File: src/xc_pkg.sv
/*
  Shared constants and types of the instruction execution core: APB
  register map, command word layout, status flag positions, reset values
  and the operation and state enumerations.
  Assumes a 32-bit APB master with byte addresses.
*/
package xc_pkg;

  // ----------------------------------------------------------------
  // register map (byte addresses, one word each)
  // ----------------------------------------------------------------
  localparam logic [7:0] ADDR_CMD   = 8'h00;
  localparam logic [7:0] ADDR_FLAGS = 8'h04;
  localparam logic [7:0] ADDR_PC    = 8'h08;
  localparam logic [7:0] ADDR_INFO  = 8'h0C;
  localparam logic [7:0] ADDR_GPR   = 8'h80; // 32 working registers, 0x80..0xFC

  // ----------------------------------------------------------------
  // command word fields
  // ----------------------------------------------------------------
  localparam int unsigned CMD_OP_LSB  = 0;  // 5 bits
  localparam int unsigned CMD_REG_LSB = 5;  // 5 bits
  localparam int unsigned CMD_BIT_LSB = 10; // 3 bits
  localparam int unsigned CMD_PTR_LSB = 13; // 2 bits
  localparam int unsigned CMD_IMM_LSB = 15; // 7 bits

  // ----------------------------------------------------------------
  // status flag positions and reset values
  // ----------------------------------------------------------------
  localparam logic [2:0] FLAG_C = 3'h0;
  localparam logic [2:0] FLAG_Z = 3'h1;
  localparam logic [2:0] FLAG_N = 3'h2;
  localparam logic [2:0] FLAG_V = 3'h3;
  localparam logic [2:0] FLAG_S = 3'h4;
  localparam logic [2:0] FLAG_H = 3'h5;
  localparam logic [2:0] FLAG_T = 3'h6;
  localparam logic [2:0] FLAG_I = 3'h7;
  localparam logic [7:0] FLAGS_RST = 8'h00;
  localparam logic [15:0] PC_RST   = 16'h0000;

  // ----------------------------------------------------------------
  // cycle counts and pointer registers
  // ----------------------------------------------------------------
  localparam logic [1:0] CYC_ONE = 2'h1;
  localparam logic [1:0] CYC_TWO = 2'h2;
  localparam logic [4:0] PTR_X_LO = 5'h1A;
  localparam logic [4:0] PTR_Y_LO = 5'h1C;
  localparam logic [4:0] PTR_Z_LO = 5'h1E;

  typedef enum logic [4:0] {
    OP_NOP, OP_BRANCH_IF_IRQ_ON, OP_BRANCH_IF_IRQ_OFF, OP_IO_BIT_SET, OP_IO_BIT_CLEAR,
    OP_LOGIC_SHIFT_LEFT, OP_LOGIC_SHIFT_RIGHT, OP_ARITH_SHIFT_RIGHT,
    OP_ROTATE_LEFT_CARRY, OP_ROTATE_RIGHT_CARRY, OP_SWAP_NIBBLES,
    OP_FLAG_SET, OP_FLAG_CLEAR, OP_COPY_BIT_TO_TRANSFER, OP_COPY_TRANSFER_TO_BIT,
    OP_SET_OVERFLOW, OP_CLEAR_OVERFLOW, OP_SET_HALF_CARRY, OP_CLEAR_HALF_CARRY,
    OP_SET_SIGN_FLAG, OP_CLEAR_SIGN_FLAG, OP_LOAD_FROM_POINTER, OP_LOAD_POINTER_OFFSET
  } xc_op_e;

  typedef enum logic [1:0] { PM_PLAIN, PM_POST, PM_PRE, PM_DISP } xc_ptr_mode_e;

  typedef enum logic [1:0] { ST_IDLE, ST_EX1, ST_EX2 } xc_state_e;

  typedef struct packed {
    xc_op_e     op;
    logic [4:0] rd;
    logic [2:0] bsel;
    logic [1:0] ptr;
    logic [6:0] imm;
  } xc_cmd_s;

endpackage

File: src/xc_dp_if.sv
/*
  Datapath carrier between the core sequencer and its shift/flag unit and
  address unit.
  Assumes all three modules sit in the same clock domain; pure wires.
*/
interface xc_dp_if;
  import xc_pkg::*;

  xc_op_e       alu_op;
  logic [7:0]   alu_a;
  logic [2:0]   alu_bit;
  logic [7:0]   flags_in;
  logic [7:0]   alu_res;
  logic [7:0]   flags_out;
  logic [15:0]  ptr_val;
  xc_ptr_mode_e ptr_mode;
  logic [5:0]   disp;
  logic [15:0]  eff_addr;
  logic [15:0]  ptr_new;

  modport core (output alu_op, alu_a, alu_bit, flags_in, ptr_val, ptr_mode, disp,
                input alu_res, flags_out, eff_addr, ptr_new);
  modport alu  (input alu_op, alu_a, alu_bit, flags_in, output alu_res, flags_out);
  modport agu  (input ptr_val, ptr_mode, disp, output eff_addr, ptr_new);
endinterface

File: src/xc_alu.sv
/*
  Shift, rotate, nibble swap, bit transfer and single flag unit.
  Assumes a combinational caller that registers result and flags itself.
*/
module xc_alu
  import xc_pkg::*;
(
  xc_dp_if.alu dp
);

  // ----------------------------------------------------------------
  // result and flags
  // ----------------------------------------------------------------
  // shifts share one flag update; v is n xor c for all five forms
  always_comb begin
    logic       shf;
    logic       cout;
    logic [7:0] a;
    shf  = 1'b1;
    cout = 1'b0;
    a    = dp.alu_a;
    dp.alu_res   = a;
    dp.flags_out = dp.flags_in;
    case (dp.alu_op)
      OP_LOGIC_SHIFT_LEFT: begin
        dp.alu_res = {a[6:0], 1'b0};
        cout       = a[7];
      end
      OP_LOGIC_SHIFT_RIGHT: begin
        dp.alu_res = {1'b0, a[7:1]};
        cout       = a[0];
      end
      OP_ARITH_SHIFT_RIGHT: begin
        dp.alu_res = {a[7], a[7:1]};
        cout       = a[0];
      end
      OP_ROTATE_LEFT_CARRY: begin
        dp.alu_res = {a[6:0], dp.flags_in[FLAG_C]};
        cout       = a[7];
      end
      OP_ROTATE_RIGHT_CARRY: begin
        dp.alu_res = {dp.flags_in[FLAG_C], a[7:1]};
        cout       = a[0];
      end
      default: shf = 1'b0;
    endcase
    if (shf) begin
      dp.flags_out[FLAG_C] = cout;
      dp.flags_out[FLAG_Z] = (dp.alu_res == 8'h00);
      dp.flags_out[FLAG_N] = dp.alu_res[7];
      dp.flags_out[FLAG_V] = dp.alu_res[7] ^ cout;
    end
    // nibble swap, flag-only and bit transfer forms
    case (dp.alu_op)
      OP_SWAP_NIBBLES:         dp.alu_res = {a[3:0], a[7:4]};
      OP_FLAG_SET:             dp.flags_out[dp.alu_bit] = 1'b1;
      OP_FLAG_CLEAR:           dp.flags_out[dp.alu_bit] = 1'b0;
      OP_COPY_BIT_TO_TRANSFER: dp.flags_out[FLAG_T] = a[dp.alu_bit];
      OP_COPY_TRANSFER_TO_BIT: dp.alu_res[dp.alu_bit] = dp.flags_in[FLAG_T];
      OP_SET_OVERFLOW:         dp.flags_out[FLAG_V] = 1'b1;
      OP_CLEAR_OVERFLOW:       dp.flags_out[FLAG_V] = 1'b0;
      OP_SET_HALF_CARRY:       dp.flags_out[FLAG_H] = 1'b1;
      OP_CLEAR_HALF_CARRY:     dp.flags_out[FLAG_H] = 1'b0;
      OP_SET_SIGN_FLAG:        dp.flags_out[FLAG_S] = 1'b1;
      OP_CLEAR_SIGN_FLAG:      dp.flags_out[FLAG_S] = 1'b0;
      default: ;
    endcase
  end

endmodule

File: src/xc_agu.sv
/*
  Pointer address unit: effective address and updated pointer for the
  indirect loads.
  Assumes the caller writes the new pointer back itself.
*/
module xc_agu
  import xc_pkg::*;
(
  xc_dp_if.agu dp
);

  // ----------------------------------------------------------------
  // address and pointer update
  // ----------------------------------------------------------------
  always_comb begin
    dp.eff_addr = dp.ptr_val;
    dp.ptr_new  = dp.ptr_val;
    case (dp.ptr_mode)
      PM_POST: dp.ptr_new = dp.ptr_val + 16'h0001;
      PM_PRE: begin
        dp.eff_addr = dp.ptr_val - 16'h0001;
        dp.ptr_new  = dp.ptr_val - 16'h0001;
      end
      PM_DISP: dp.eff_addr = dp.ptr_val + {10'h000, dp.disp};
      default: ;
    endcase
  end

endmodule

File: src/xc_core.sv
/*
  Instruction execution core for the branch-on-interrupt-flag, I/O bit,
  shift/rotate, flag and pointer-load group, with an APB register slave
  through which software issues commands and inspects state.
  Assumes a single 100 MHz clock, an APB master, and data memory and I/O
  space whose read data is valid combinationally while the read strobe is
  high.
*/
import xc_pkg::*;

// Behaviour
// - branch when interrupt flag set, 1/2 cycles
// - branch when interrupt flag clear, 1/2 cycles
// - set one I/O bit, two cycles
// - clear one I/O bit, two cycles
// - shift left, zero in, flags updated
// - shift right, zero in, flags updated
// - arithmetic shift right keeps top bit
// - rotate left through carry, flags updated
// - rotate right through carry, flags updated
// - swap nibbles, no flags; flag set
// - copy register bit into transfer flag
// - copy transfer flag into register bit
// - set or clear overflow flag only
// - set half carry flag only
// - clear half carry flag only
// - set or clear sign flag only
// - load then increment pointer, two cycles
// - decrement pointer then load, two cycles
// - load at pointer plus displacement, two cycles
module xc_core
  import xc_pkg::*;
#(
  parameter int unsigned PC_W  = 16,
  parameter int unsigned IO_AW = 5
) (
  input  wire logic              clk_sys,
  input  wire logic              rst,
  input  wire logic              psel,
  input  wire logic              penable,
  input  wire logic              pwrite,
  input  wire logic [7:0]        paddr,
  input  wire logic [31:0]       pwdata,
  output logic      [31:0]       prdata,
  output logic                   pready,
  output logic                   pslverr,
  output logic                   io_rd_en,
  output logic                   io_wr_en,
  output logic      [IO_AW-1:0]  io_addr,
  output logic      [7:0]        io_wdata,
  input  wire logic [7:0]        io_rdata,
  output logic                   mem_rd_en,
  output logic      [15:0]       mem_addr,
  input  wire logic [7:0]        mem_rdata
);

  typedef struct packed {
    xc_state_e        st;
    xc_cmd_s          cmd;
    logic [7:0]       flags;
    logic [PC_W-1:0]  pc;
    logic [31:0][7:0] gpr;
    logic [15:0]      ptr_new;
    logic [1:0]       last_cyc;
    logic [31:0]      prdata;
    logic             pready;
    logic             pslverr;
    logic             io_rd_en;
    logic             io_wr_en;
    logic [IO_AW-1:0] io_addr;
    logic [7:0]       io_wdata;
    logic             mem_rd_en;
    logic [15:0]      mem_addr;
  } xc_state_s;

  xc_state_s s_q;
  xc_state_s s_d;
  xc_cmd_s   cmd_now;
  logic      launch;

  xc_dp_if dp ();

  xc_alu u_alu (
    .dp (dp.alu)
  );

  xc_agu u_agu (
    .dp (dp.agu)
  );

  // ----------------------------------------------------------------
  // helper functions
  // ----------------------------------------------------------------
  // low register index of the selected pointer pair
  function automatic logic [4:0] ptr_lo(input logic [1:0] sel);
    case (sel)
      2'h0:    return PTR_X_LO;
      2'h1:    return PTR_Y_LO;
      default: return PTR_Z_LO;
    endcase
  endfunction

  function automatic logic mapped(input logic [7:0] a);
    return (a == ADDR_CMD) || (a == ADDR_FLAGS) || (a == ADDR_PC) || (a == ADDR_INFO) ||
           (a[7] && (a[1:0] == 2'h0));
  endfunction

  // ----------------------------------------------------------------
  // command decode and datapath inputs
  // ----------------------------------------------------------------
  // a launching command is decoded straight from the bus so its first
  // memory or I/O strobe can leave on the launch edge
  assign launch = psel && penable && pwrite && s_q.pready && (paddr == ADDR_CMD);

  always_comb begin
    cmd_now = s_q.cmd;
    if (launch) begin
      cmd_now.op   = xc_op_e'(pwdata[CMD_OP_LSB +: 5]);
      cmd_now.rd   = pwdata[CMD_REG_LSB +: 5];
      cmd_now.bsel = pwdata[CMD_BIT_LSB +: 3];
      cmd_now.ptr  = pwdata[CMD_PTR_LSB +: 2];
      cmd_now.imm  = pwdata[CMD_IMM_LSB +: 7];
    end
  end

  assign dp.alu_op   = s_q.cmd.op;
  assign dp.alu_a    = s_q.gpr[s_q.cmd.rd];
  assign dp.alu_bit  = s_q.cmd.bsel;
  assign dp.flags_in = s_q.flags;
  assign dp.ptr_val  = {s_q.gpr[ptr_lo(cmd_now.ptr) + 5'h01], s_q.gpr[ptr_lo(cmd_now.ptr)]};
  assign dp.disp     = cmd_now.imm[5:0];

  // load_pointer_offset always uses the displacement form
  always_comb begin
    if (cmd_now.op == OP_LOAD_POINTER_OFFSET) begin
      dp.ptr_mode = PM_DISP;
    end else begin
      dp.ptr_mode = xc_ptr_mode_e'(cmd_now.imm[1:0] == 2'h3 ? 2'h0 : cmd_now.imm[1:0]);
    end
  end

  // ----------------------------------------------------------------
  // next state
  // ----------------------------------------------------------------
  always_comb begin
    logic [PC_W-1:0] k_ext;
    logic            taken;
    s_d = s_q;
    k_ext = PC_W'(signed'(s_q.cmd.imm));
    taken = 1'b0;
    // strobes are single-cycle pulses
    s_d.io_rd_en  = 1'b0;
    s_d.io_wr_en  = 1'b0;
    s_d.mem_rd_en = 1'b0;

    // apb: answer only while idle, so each access also waits for the
    // running instruction to finish; read data is fixed one edge ahead
    if (psel && penable && !s_q.pready && s_q.st == ST_IDLE) begin
      s_d.pready  = 1'b1;
      s_d.pslverr = !mapped(paddr);
      s_d.prdata  = 32'h0000_0000;
      if (!pwrite) begin
        if (paddr[7]) begin
          s_d.prdata = {24'h00_0000, s_q.gpr[paddr[6:2]]};
        end else begin
          case (paddr)
            ADDR_CMD:   s_d.prdata = 32'(s_q.cmd);
            ADDR_FLAGS: s_d.prdata = {24'h00_0000, s_q.flags};
            ADDR_PC:    s_d.prdata = 32'(s_q.pc);
            ADDR_INFO:  s_d.prdata = {30'h0000_0000, s_q.last_cyc};
            default:    s_d.prdata = 32'h0000_0000;
          endcase
        end
      end
    end else if (s_q.pready) begin
      s_d.pready  = 1'b0;
      s_d.pslverr = 1'b0;
    end

    // writes take effect on the edge where the master sees pready
    if (psel && penable && pwrite && s_q.pready && mapped(paddr)) begin
      if (paddr[7]) begin
        s_d.gpr[paddr[6:2]] = pwdata[7:0];
      end else begin
        case (paddr)
          ADDR_FLAGS: s_d.flags = pwdata[7:0];
          ADDR_PC:    s_d.pc    = pwdata[PC_W-1:0];
          default: ;
        endcase
      end
    end

    // launch: first strobe of I/O and memory forms leaves here
    if (launch) begin
      s_d.cmd = cmd_now;
      s_d.st  = ST_EX1;
      case (cmd_now.op)
        OP_IO_BIT_SET, OP_IO_BIT_CLEAR: begin
          s_d.io_rd_en = 1'b1;
          s_d.io_addr  = cmd_now.imm[IO_AW-1:0];
        end
        OP_LOAD_FROM_POINTER, OP_LOAD_POINTER_OFFSET: begin
          s_d.mem_rd_en = 1'b1;
          s_d.mem_addr  = dp.eff_addr;
          s_d.ptr_new   = dp.ptr_new;
        end
        default: ;
      endcase
    end

    case (s_q.st)
      ST_IDLE: ;
      ST_EX1: begin
        s_d.pc       = s_q.pc + {{(PC_W-1){1'b0}}, 1'b1};
        s_d.st       = ST_IDLE;
        s_d.last_cyc = CYC_ONE;
        case (s_q.cmd.op)
          OP_BRANCH_IF_IRQ_ON:  taken = s_q.flags[FLAG_I];
          OP_BRANCH_IF_IRQ_OFF: taken = !s_q.flags[FLAG_I];
          OP_IO_BIT_SET, OP_IO_BIT_CLEAR: begin
            // read-modify-write: other bits pass through from the read
            s_d.io_wr_en = 1'b1;
            s_d.io_wdata = io_rdata;
            s_d.io_wdata[s_q.cmd.bsel] = (s_q.cmd.op == OP_IO_BIT_SET);
            s_d.st = ST_EX2;
          end
          OP_LOAD_FROM_POINTER, OP_LOAD_POINTER_OFFSET: begin
            s_d.gpr[s_q.cmd.rd] = mem_rdata;
            s_d.st = ST_EX2;
          end
          OP_NOP: ;
          default: begin
            // results and flags land together on this edge, so the next
            // command always sees them
            s_d.gpr[s_q.cmd.rd] = dp.alu_res;
            s_d.flags = dp.flags_out;
          end
        endcase
        if (taken) begin
          // taken branch spends a second cycle refilling
          s_d.pc = s_q.pc + k_ext + {{(PC_W-1){1'b0}}, 1'b1};
          s_d.st = ST_EX2;
        end
      end
      ST_EX2: begin
        // pointer written after the data, so it wins if rd overlaps it
        // plain and mode-3 loads leave the pointer alone, so a loaded
        // pointer byte is not overwritten by its old value
        if (s_q.cmd.op == OP_LOAD_FROM_POINTER &&
            (s_q.cmd.imm[1:0] == 2'h1 || s_q.cmd.imm[1:0] == 2'h2)) begin
          s_d.gpr[ptr_lo(s_q.cmd.ptr)]         = s_q.ptr_new[7:0];
          s_d.gpr[ptr_lo(s_q.cmd.ptr) + 5'h01] = s_q.ptr_new[15:8];
        end
        s_d.st       = ST_IDLE;
        s_d.last_cyc = CYC_TWO;
      end
      default: s_d.st = ST_IDLE;
    endcase
  end

  // ----------------------------------------------------------------
  // state register
  // ----------------------------------------------------------------
  always_ff @(posedge clk_sys or posedge rst) begin
    if (rst) begin
      s_q       <= '0;
      s_q.st    <= ST_IDLE;
      s_q.flags <= FLAGS_RST;
      s_q.pc    <= PC_W'(PC_RST);
    end else begin
      s_q <= s_d;
    end
  end

  // outputs straight from the state register
  assign prdata    = s_q.prdata;
  assign pready    = s_q.pready;
  assign pslverr   = s_q.pslverr;
  assign io_rd_en  = s_q.io_rd_en;
  assign io_wr_en  = s_q.io_wr_en;
  assign io_addr   = s_q.io_addr;
  assign io_wdata  = s_q.io_wdata;
  assign mem_rd_en = s_q.mem_rd_en;
  assign mem_addr  = s_q.mem_addr;

endmodule

File: config.mk
export PLATFORM = sky130hd
export DESIGN_NAME = xc_core
export DESIGN_NICKNAME = d
export VERILOG_FILES = /design/src/xc_pkg.sv /design/src/xc_dp_if.sv /design/src/xc_alu.sv /design/src/xc_agu.sv /design/src/xc_core.sv
export SDC_FILE = /design/constraint.sdc
export NUM_CORES = 2
export LEC_CHECK = 0
export ABC_CLOCK_PERIOD_IN_PS = 14200
export BUFFER_PORTS_ARGS = -buffer_cell sky130_fd_sc_hd__buf_2
export CORE_ASPECT_RATIO = 1.2
export CORE_MARGIN = 8
export CORE_UTILIZATION = 35
export CTS_CLUSTER_DIAMETER = 150
export CTS_CLUSTER_SIZE = 25
export DETAILED_ROUTE_END_ITERATION = 6
export PLACE_DENSITY = 0.61
export SLEW_MARGIN = 5
export SYNTH_ARGS = -nofsm -noshare
export SYNTH_HDL_FRONTEND = slang
export SYNTH_SLANG_ARGS = --single-unit
export TNS_END_PERCENT = 50
File: constraint.sdc
create_clock -name clk_sys -period 14.2 [get_ports clk_sys]
set_input_delay 2.13 -clock clk_sys [delete_from_list [all_inputs] [get_ports clk_sys]]
set_output_delay 2.13 -clock clk_sys [all_outputs]
set_load 0.01 [all_outputs]
# Word-level counts from Yosys, hierarchy flattened
# Cells that the tools add are included.
[totals] regBits=388 latch_bits=0 ramBits=0 mem_bits_ro=0 inputBits=61 out_inout_bits=66 elab_cells=247 mem_count=0
[op_classes] n_addsub=8 n_mul=0 div_mod_pow=0 magnitude_cmp=12 eq_ne=45 shift=0 mux=76 bitwise_logic=4 reduce_logical=47
[ops] op="256-bit bitwise mux" n=5
[ops] op="256-bit one-hot mux with 2 select lines" n=2
[ops] op="256-bit 2-to-1 mux" n=2
[ops] op="280-bit 2-to-1 mux" n=1
[ops] op="8-bit binary-select mux with 5-bit select" n=4
[ops] op="8-bit demux with 5-bit select" n=4
[ops] op="22-bit one-hot mux with 4 select lines" n=1
[ops] op="8-bit 2-to-1 mux" n=10
[ops] op="24-bit 2-to-1 mux" n=3
[ops] op="22-bit 2-to-1 mux" n=3
[ops] op="16-bit one-hot mux with 2 select lines" n=2
[ops] op="16-bit by 1-bit adder with 16-bit output, second input constant" n=3
[ops] op="5-bit == test, second input constant" n=9
[ops] op="5-bit by 4-bit == test with 1-bit output, second input constant" n=8
[ops] op="8-bit one-hot mux with 5 select lines" n=1
[ops] op="5-bit by 6-bit less-than comparator with 1-bit output, second input constant" n=6
[ops] op="17-bit 2-to-1 mux" n=2
[ops] op="16-bit 2-to-1 mux" n=2
[ops] op="5-bit by 3-bit == test with 1-bit output, second input constant" n=5
[ops] op="5-bit by 1-bit >= comparator with 1-bit output, second input constant" n=4
[ops] op="3-bit one-hot mux with 2 select lines" n=3
[ops] op="16-bit adder" n=1
[ops] op="16-bit by 6-bit adder with 16-bit output" n=1
[ops] op="8-bit bitwise mux" n=2
[ops] op="44 further kinds" n=108

# Logic depth before layout (Yosys ltp)
[logic_depth] depth_word=14 mapped_depth=20 ltp_nobuf=17

# Modules after synthesis
# A second synthesis with hierarchy kept.
[hier_totals] hier_cells=3198 area_unflattened_um2=30401.7
[by_module_without_submodules] mod="xc_core" n_inst=1 cells_per_inst=2764 area_each_um2=27560.2 seq_area_each_um2=9459.1
[by_module_without_submodules] mod="xc_agu" n_inst=1 cells_per_inst=271 area_each_um2=1800.5 seq_area_each_um2=0.0
[by_module_without_submodules] mod="xc_alu" n_inst=1 cells_per_inst=163 area_each_um2=1041.0 seq_area_each_um2=0.0

# Worst setup path before layout
# OpenSTA, ideal clock, no wires.
[synth_path] kind="input-to-reg" start="input port paddr[2]" end="register s_q, in the netlist mem_addr[11]" setup_ns=0.082 arrival_time_ns=6.296 required_ns=14.118 slack_ns=7.822 path_stages=18 path_buffers=4 cell_sequence="buf_6 -> or4_4 -> o41ai_4 -> a21boi_2 -> buf_2 -> o211a_1 -> nor2_1 -> clkbuf_1 -> ha_1 -> a21oi_1 -> o21ai_0 -> a21o_1 -> a21oi_1 -> or2_2 -> clkbuf_1 -> or4_1 -> o211a_1 -> a31oi_1"
[synth_between] elab_chain_cells=10 elab_cells_between_ends=23 cone_classes="3 x add/sub; 6 x eq/ne; 9 x mux; 5 x reduce/logical"
[synth_rtl] item="start: declaration" line_no="xc_core.sv:42" text="input wire logic [7:0] paddr,"
[synth_rtl] item="8-bit zero test (*)" line_no="xc_core.sv:113" text="assign launch = psel && penable && pwrite && s_q.pready && (paddr == ADDR_CMD);"
[synth_rtl] item="1-bit logical AND (*)" line_no="xc_core.sv:113"
[synth_rtl] item="22-bit 2-to-1 mux" line_no="xc_core.sv:117" text="if (launch) begin"
[synth_rtl] item="2-bit by 1-bit == test with 1-bit output / 2-bit zero test (equally long branches)" line_no="xc_core.sv:96" text="case (sel)"
[synth_rtl] item="3-bit one-hot mux with 2 select lines" line_no="xc_core.sv:96"
[synth_rtl] item="5-bit by 1-bit adder with 5-bit output" line_no="xc_core.sv:130" text="assign dp.ptr_val = {s_q.gpr[ptr_lo(cmd_now.ptr) + 5'h01], s_q.gpr[ptr_lo(cmd_now.ptr)]};"
[synth_rtl] item="8-bit binary-select mux with 5-bit select" line_no="xc_core.sv:130"
[synth_rtl] item="8-bit 2-to-1 mux (implied by the code)" line_no="xc_core.sv:130"
[synth_rtl] item="16-bit by 6-bit adder with 16-bit output / 16-bit by 1-bit subtractor with 16-bit output (equally long branches)" line_no="xc_agu.sv:24, xc_agu.sv:21"
[synth_rtl] item="16-bit one-hot mux with 2 select lines" line_no="xc_agu.sv:18" text="case (dp.ptr_mode)"
[synth_rtl] item="end: declaration" line_no="xc_core.sv:76" text="xc_state_s s_q;"
# Mark *: on every way between the ends. The rest lies on a longest branch, timed or not. The select of a mux whose other input is x is not followed.
# A chain may end at the register's enable or synchronous reset.

# Worst setup path after layout
[layout_path] start="input port paddr[6]" end="register s_q, in the netlist mem_addr[14]"
# The elaborated chain is that of the path after synthesis.

==> out/qor.yml <==
synthCells: 3382
outcome: "complete, no violations"
grt_pass1_vias: 28450
cts_buffer_depth: 3
fmaxAchievable_ghz: 0.1397
critPathLaunch: "paddr[6]"
rr_worst_depth: 18
cts_sinks: 378
yosysMostFrequentCell: "dfrtp_1"
r2r_slack_ns: 8.84
period_share_pct: 50.42
start_util_pct: 35.23
synth_top_flop_cell: "dfrtp_1"
wirelength_um: 126200
cts.clk_slew.worst_paths_ns: 0.11
coreArea_um2: 86080
worstPathArrival_ns: 7.65
cts_resized: 0
chipHeight_um: 338.4
hp-class: "flop to flop"
relSlewSlack_pct: 16.22
seq_power_share_pct: 56.6
cp-start-kind: "primary input"
p_clk_share_pct: 33.7
yosysSeqAreaShare_pct: 31.20
final-setup-viol-count: 0
cts_tree: "built"
yosys-top-cells-area: "dfrtp_1 (31%), mux4_2 (10%), mux2i_1 (10%), o211ai_1 (7.5%), o21ai_0 (5.8%)"
netlist_top_cells_count: "dfrtp_1 (378), o21ai_0 (354), nand2_1 (338), mux2i_1 (307), o211ai_1 (301)"
cts_root_buffer: "clkbuf_16"
routed_via_density: 6.896
async_flop_share_pct: 100.0
fin_setup_tns_ns: 0
switchingPower_w: 0.0005585
clk_latency_ns: 0.59
cts_buffers: 19
synthToLayoutAreaGrowth_pct: 5.530
end_kind: "flop"
grt_overflow: 0
synth_top_cell_area_share_pct: 31.20
irDropWorstVdd_v: 0.00007239
crit_type: "primary input to flop"
die_w_um: 284.7
drtIter0Drc: 4192
rsz0062_at_grt: "no"
cp-endpoint: "mem_addr[14]"
timing.max_cap.violations: 0
internal-power_w: 0.001391
synthesis.area_um2: 30320
drc_errors: 0
io_pins: 127
cellLeakagePower_nw: 12.82
htree_levels: 1
stdcell_area_um2: 32000
swShare_pct: 28.65
synth_seq_cells: 378
yosys_warnings: 0
place_worst_setup_slack_ns: 6.633
fin_ws_ns: 7.041
gr-usage-all-layers_pct: 24.81
antenna_found_initial: 8
detailed_place.area_um2: 31470
grt_max_degree: 100
period_minus_slack_ns: 7.159
yosysUniqueCellTypes: 89
hold_viol: 0
fin_hold_ws_ns: 0.4827
layout.nets: 3317
post_cts_buffers: 0
p_per_area_nw_per_um2: 60.93
combPwrFrac_pct: 9.6
synth_edf_count: 0
first_pass_iters: 6
num_rows: 118
wl_per_cell_um: 28.89
fillers: 8674
via_count: 30120
syn_area_per_cell_um2: 8.965
r2r-start: "pready"
fin_skew_ns: 0.04260
postCtsHoldBufs: 0
dp_hpwl_um: 80870
r2r_end: "mem_addr[14]"
crit_fanout: 31
dieArea_um2: 96340
worst_pin_slew_ns: 1.247
grt_first_pass_wirelength_um: 188700
ant_nets: 0
required_ns: 14.69
synth_largest_area_cell: "dfrtp_1"
gp_congestion: 0.9528
finalMaxSlewViolations: 0
drive_gt1_share_pct: 13.24
io_buffers: 106
power groups by stage:
stage	logic, W	clock network [W]	registers, W
5_1_grt	0.000200	0.000694	0.00111
3_5_place_dp	0.000183	0	0.00112
2_1_floorplan	0.000121	0	0.00112
3_3_place_gp	0.000182	0	0.00112
6_report	0.000188	0.000658	0.00110
4_1_cts	0.000183	0.000665	0.00110
area by class of cell:
cell class	count	area, µm²	share of cell area (%)
inverters	60	232.7	0.7273
well taps	1140	1426	4.458
flip-flops and latches	378	9467	29.59
clock inverters	1	30.03	0.09385
multi-input cells	2582	19230	60.11
clock buffers	21	483.0	1.509
repair buffers	184	1121	3.504
diodes	2	5.005	0.01564
sequential cells by signal, summed over array words and instances, names as in the netlist, 3 cells and up, named ones only:
signal and cells:
dp.alu_bit 3, dp.alu_op 5, dp.flags_in 7, io_addr 5, io_wdata 8, mem_addr 16
prdata 22, s_q 306
routing by layer:
layer	vias up	routed length, µm	GRT usage, %	share of wire [%]
li1	12730	-	-	-
met1	14760	46640	31.71	37
met2	2129	55700	38.00	44
met3	500	14770	5.777	12
met4	10	9007	14.67	7.1
met5	-	61	0	0.048
worst max-delay path, stage by stage:
cell and delay [ns]:
buf_2 0.10, buf_4 0.25, or3_1 0.61, or4_1 0.55, buf_4 0.26, mux2i_4 0.18, buf_4 0.34, nor2_1 0.10
nor2_1 0.70, ha_1 0.30, inv_1 0.06, fa_1 0.42, nor2b_1 0.12, o21ai_0 0.11, a21boi_0 0.26, o21ai_0 0.12
inv_1 0.08, o21ai_0 0.21, or4_1 0.50, a41oi_1 0.23
stage by stage:
stage          instances  util [%]  total power, W
2_1_floorplan       3391         -        0.001238
3_3_place_gp        4344     36.56        0.001305
3_5_place_dp        4344     36.56        0.001307
4_1_cts             4366     37.16        0.001952
5_1_grt             4366     37.17        0.001999
6_report            4368     37.17        0.001950
kinds of logic (layout without fill, tap and decap cells):
family	Yosys count	count (layout)	synth area share [%]
AO/OA/AOI/OAI	1280	1280	27.35
XOR/XNOR	28	28	0.8088
adder cells (fa/ha/maj)	31	31	1.329
buffers and inverters	431	266	6.239
flip-flops	378	378	31.20
multiplexers	469	469	21.31
other	1	12	0.01237
AND/OR/NAND/NOR	764	764	11.75
worst min path at each step:
stage / from / end / cells after the start
floorplan: io_addr[0] / io_addr[0] / 2
global placement: prdata[8] / prdata[8] / 2
detailed placement: mem_addr[7] / mem_addr[7] / 2
CTS: mem_addr[7] / mem_addr[7] / 2
global route: prdata[13] / prdata[13] / 2
finish: prdata[8] / prdata[8] / 2
cell usage in the layout (no fill, tap or decap), types with 11 or more instances in the layout:
cell type  instances
or3_1             11
a221oi_1          12
nor3_1            29
nand3_1           59
a22o_1            21
a41oi_1           11
o22ai_1          271
xnor2_1           17
a22oi_1           49
buf_4             80
mux2i_1          307
a21oi_1           89
ha_1              27
nand2_1          337
nor2_1           157
nand2b_1          14
and3_1            16
mux4_2           138
o21ai_0          348
nand3b_1          12
and2_1            16
clkbuf_16         19
a31oi_1           46
xor2_1            11
nand4_1           19
o211ai_1         301
mux2_2            23
inv_1             55
o221ai_1          16
nor2b_1           18
dfrtp_1          376
buf_2            104
No activity file was read; power rests on OpenSTA's default activity.
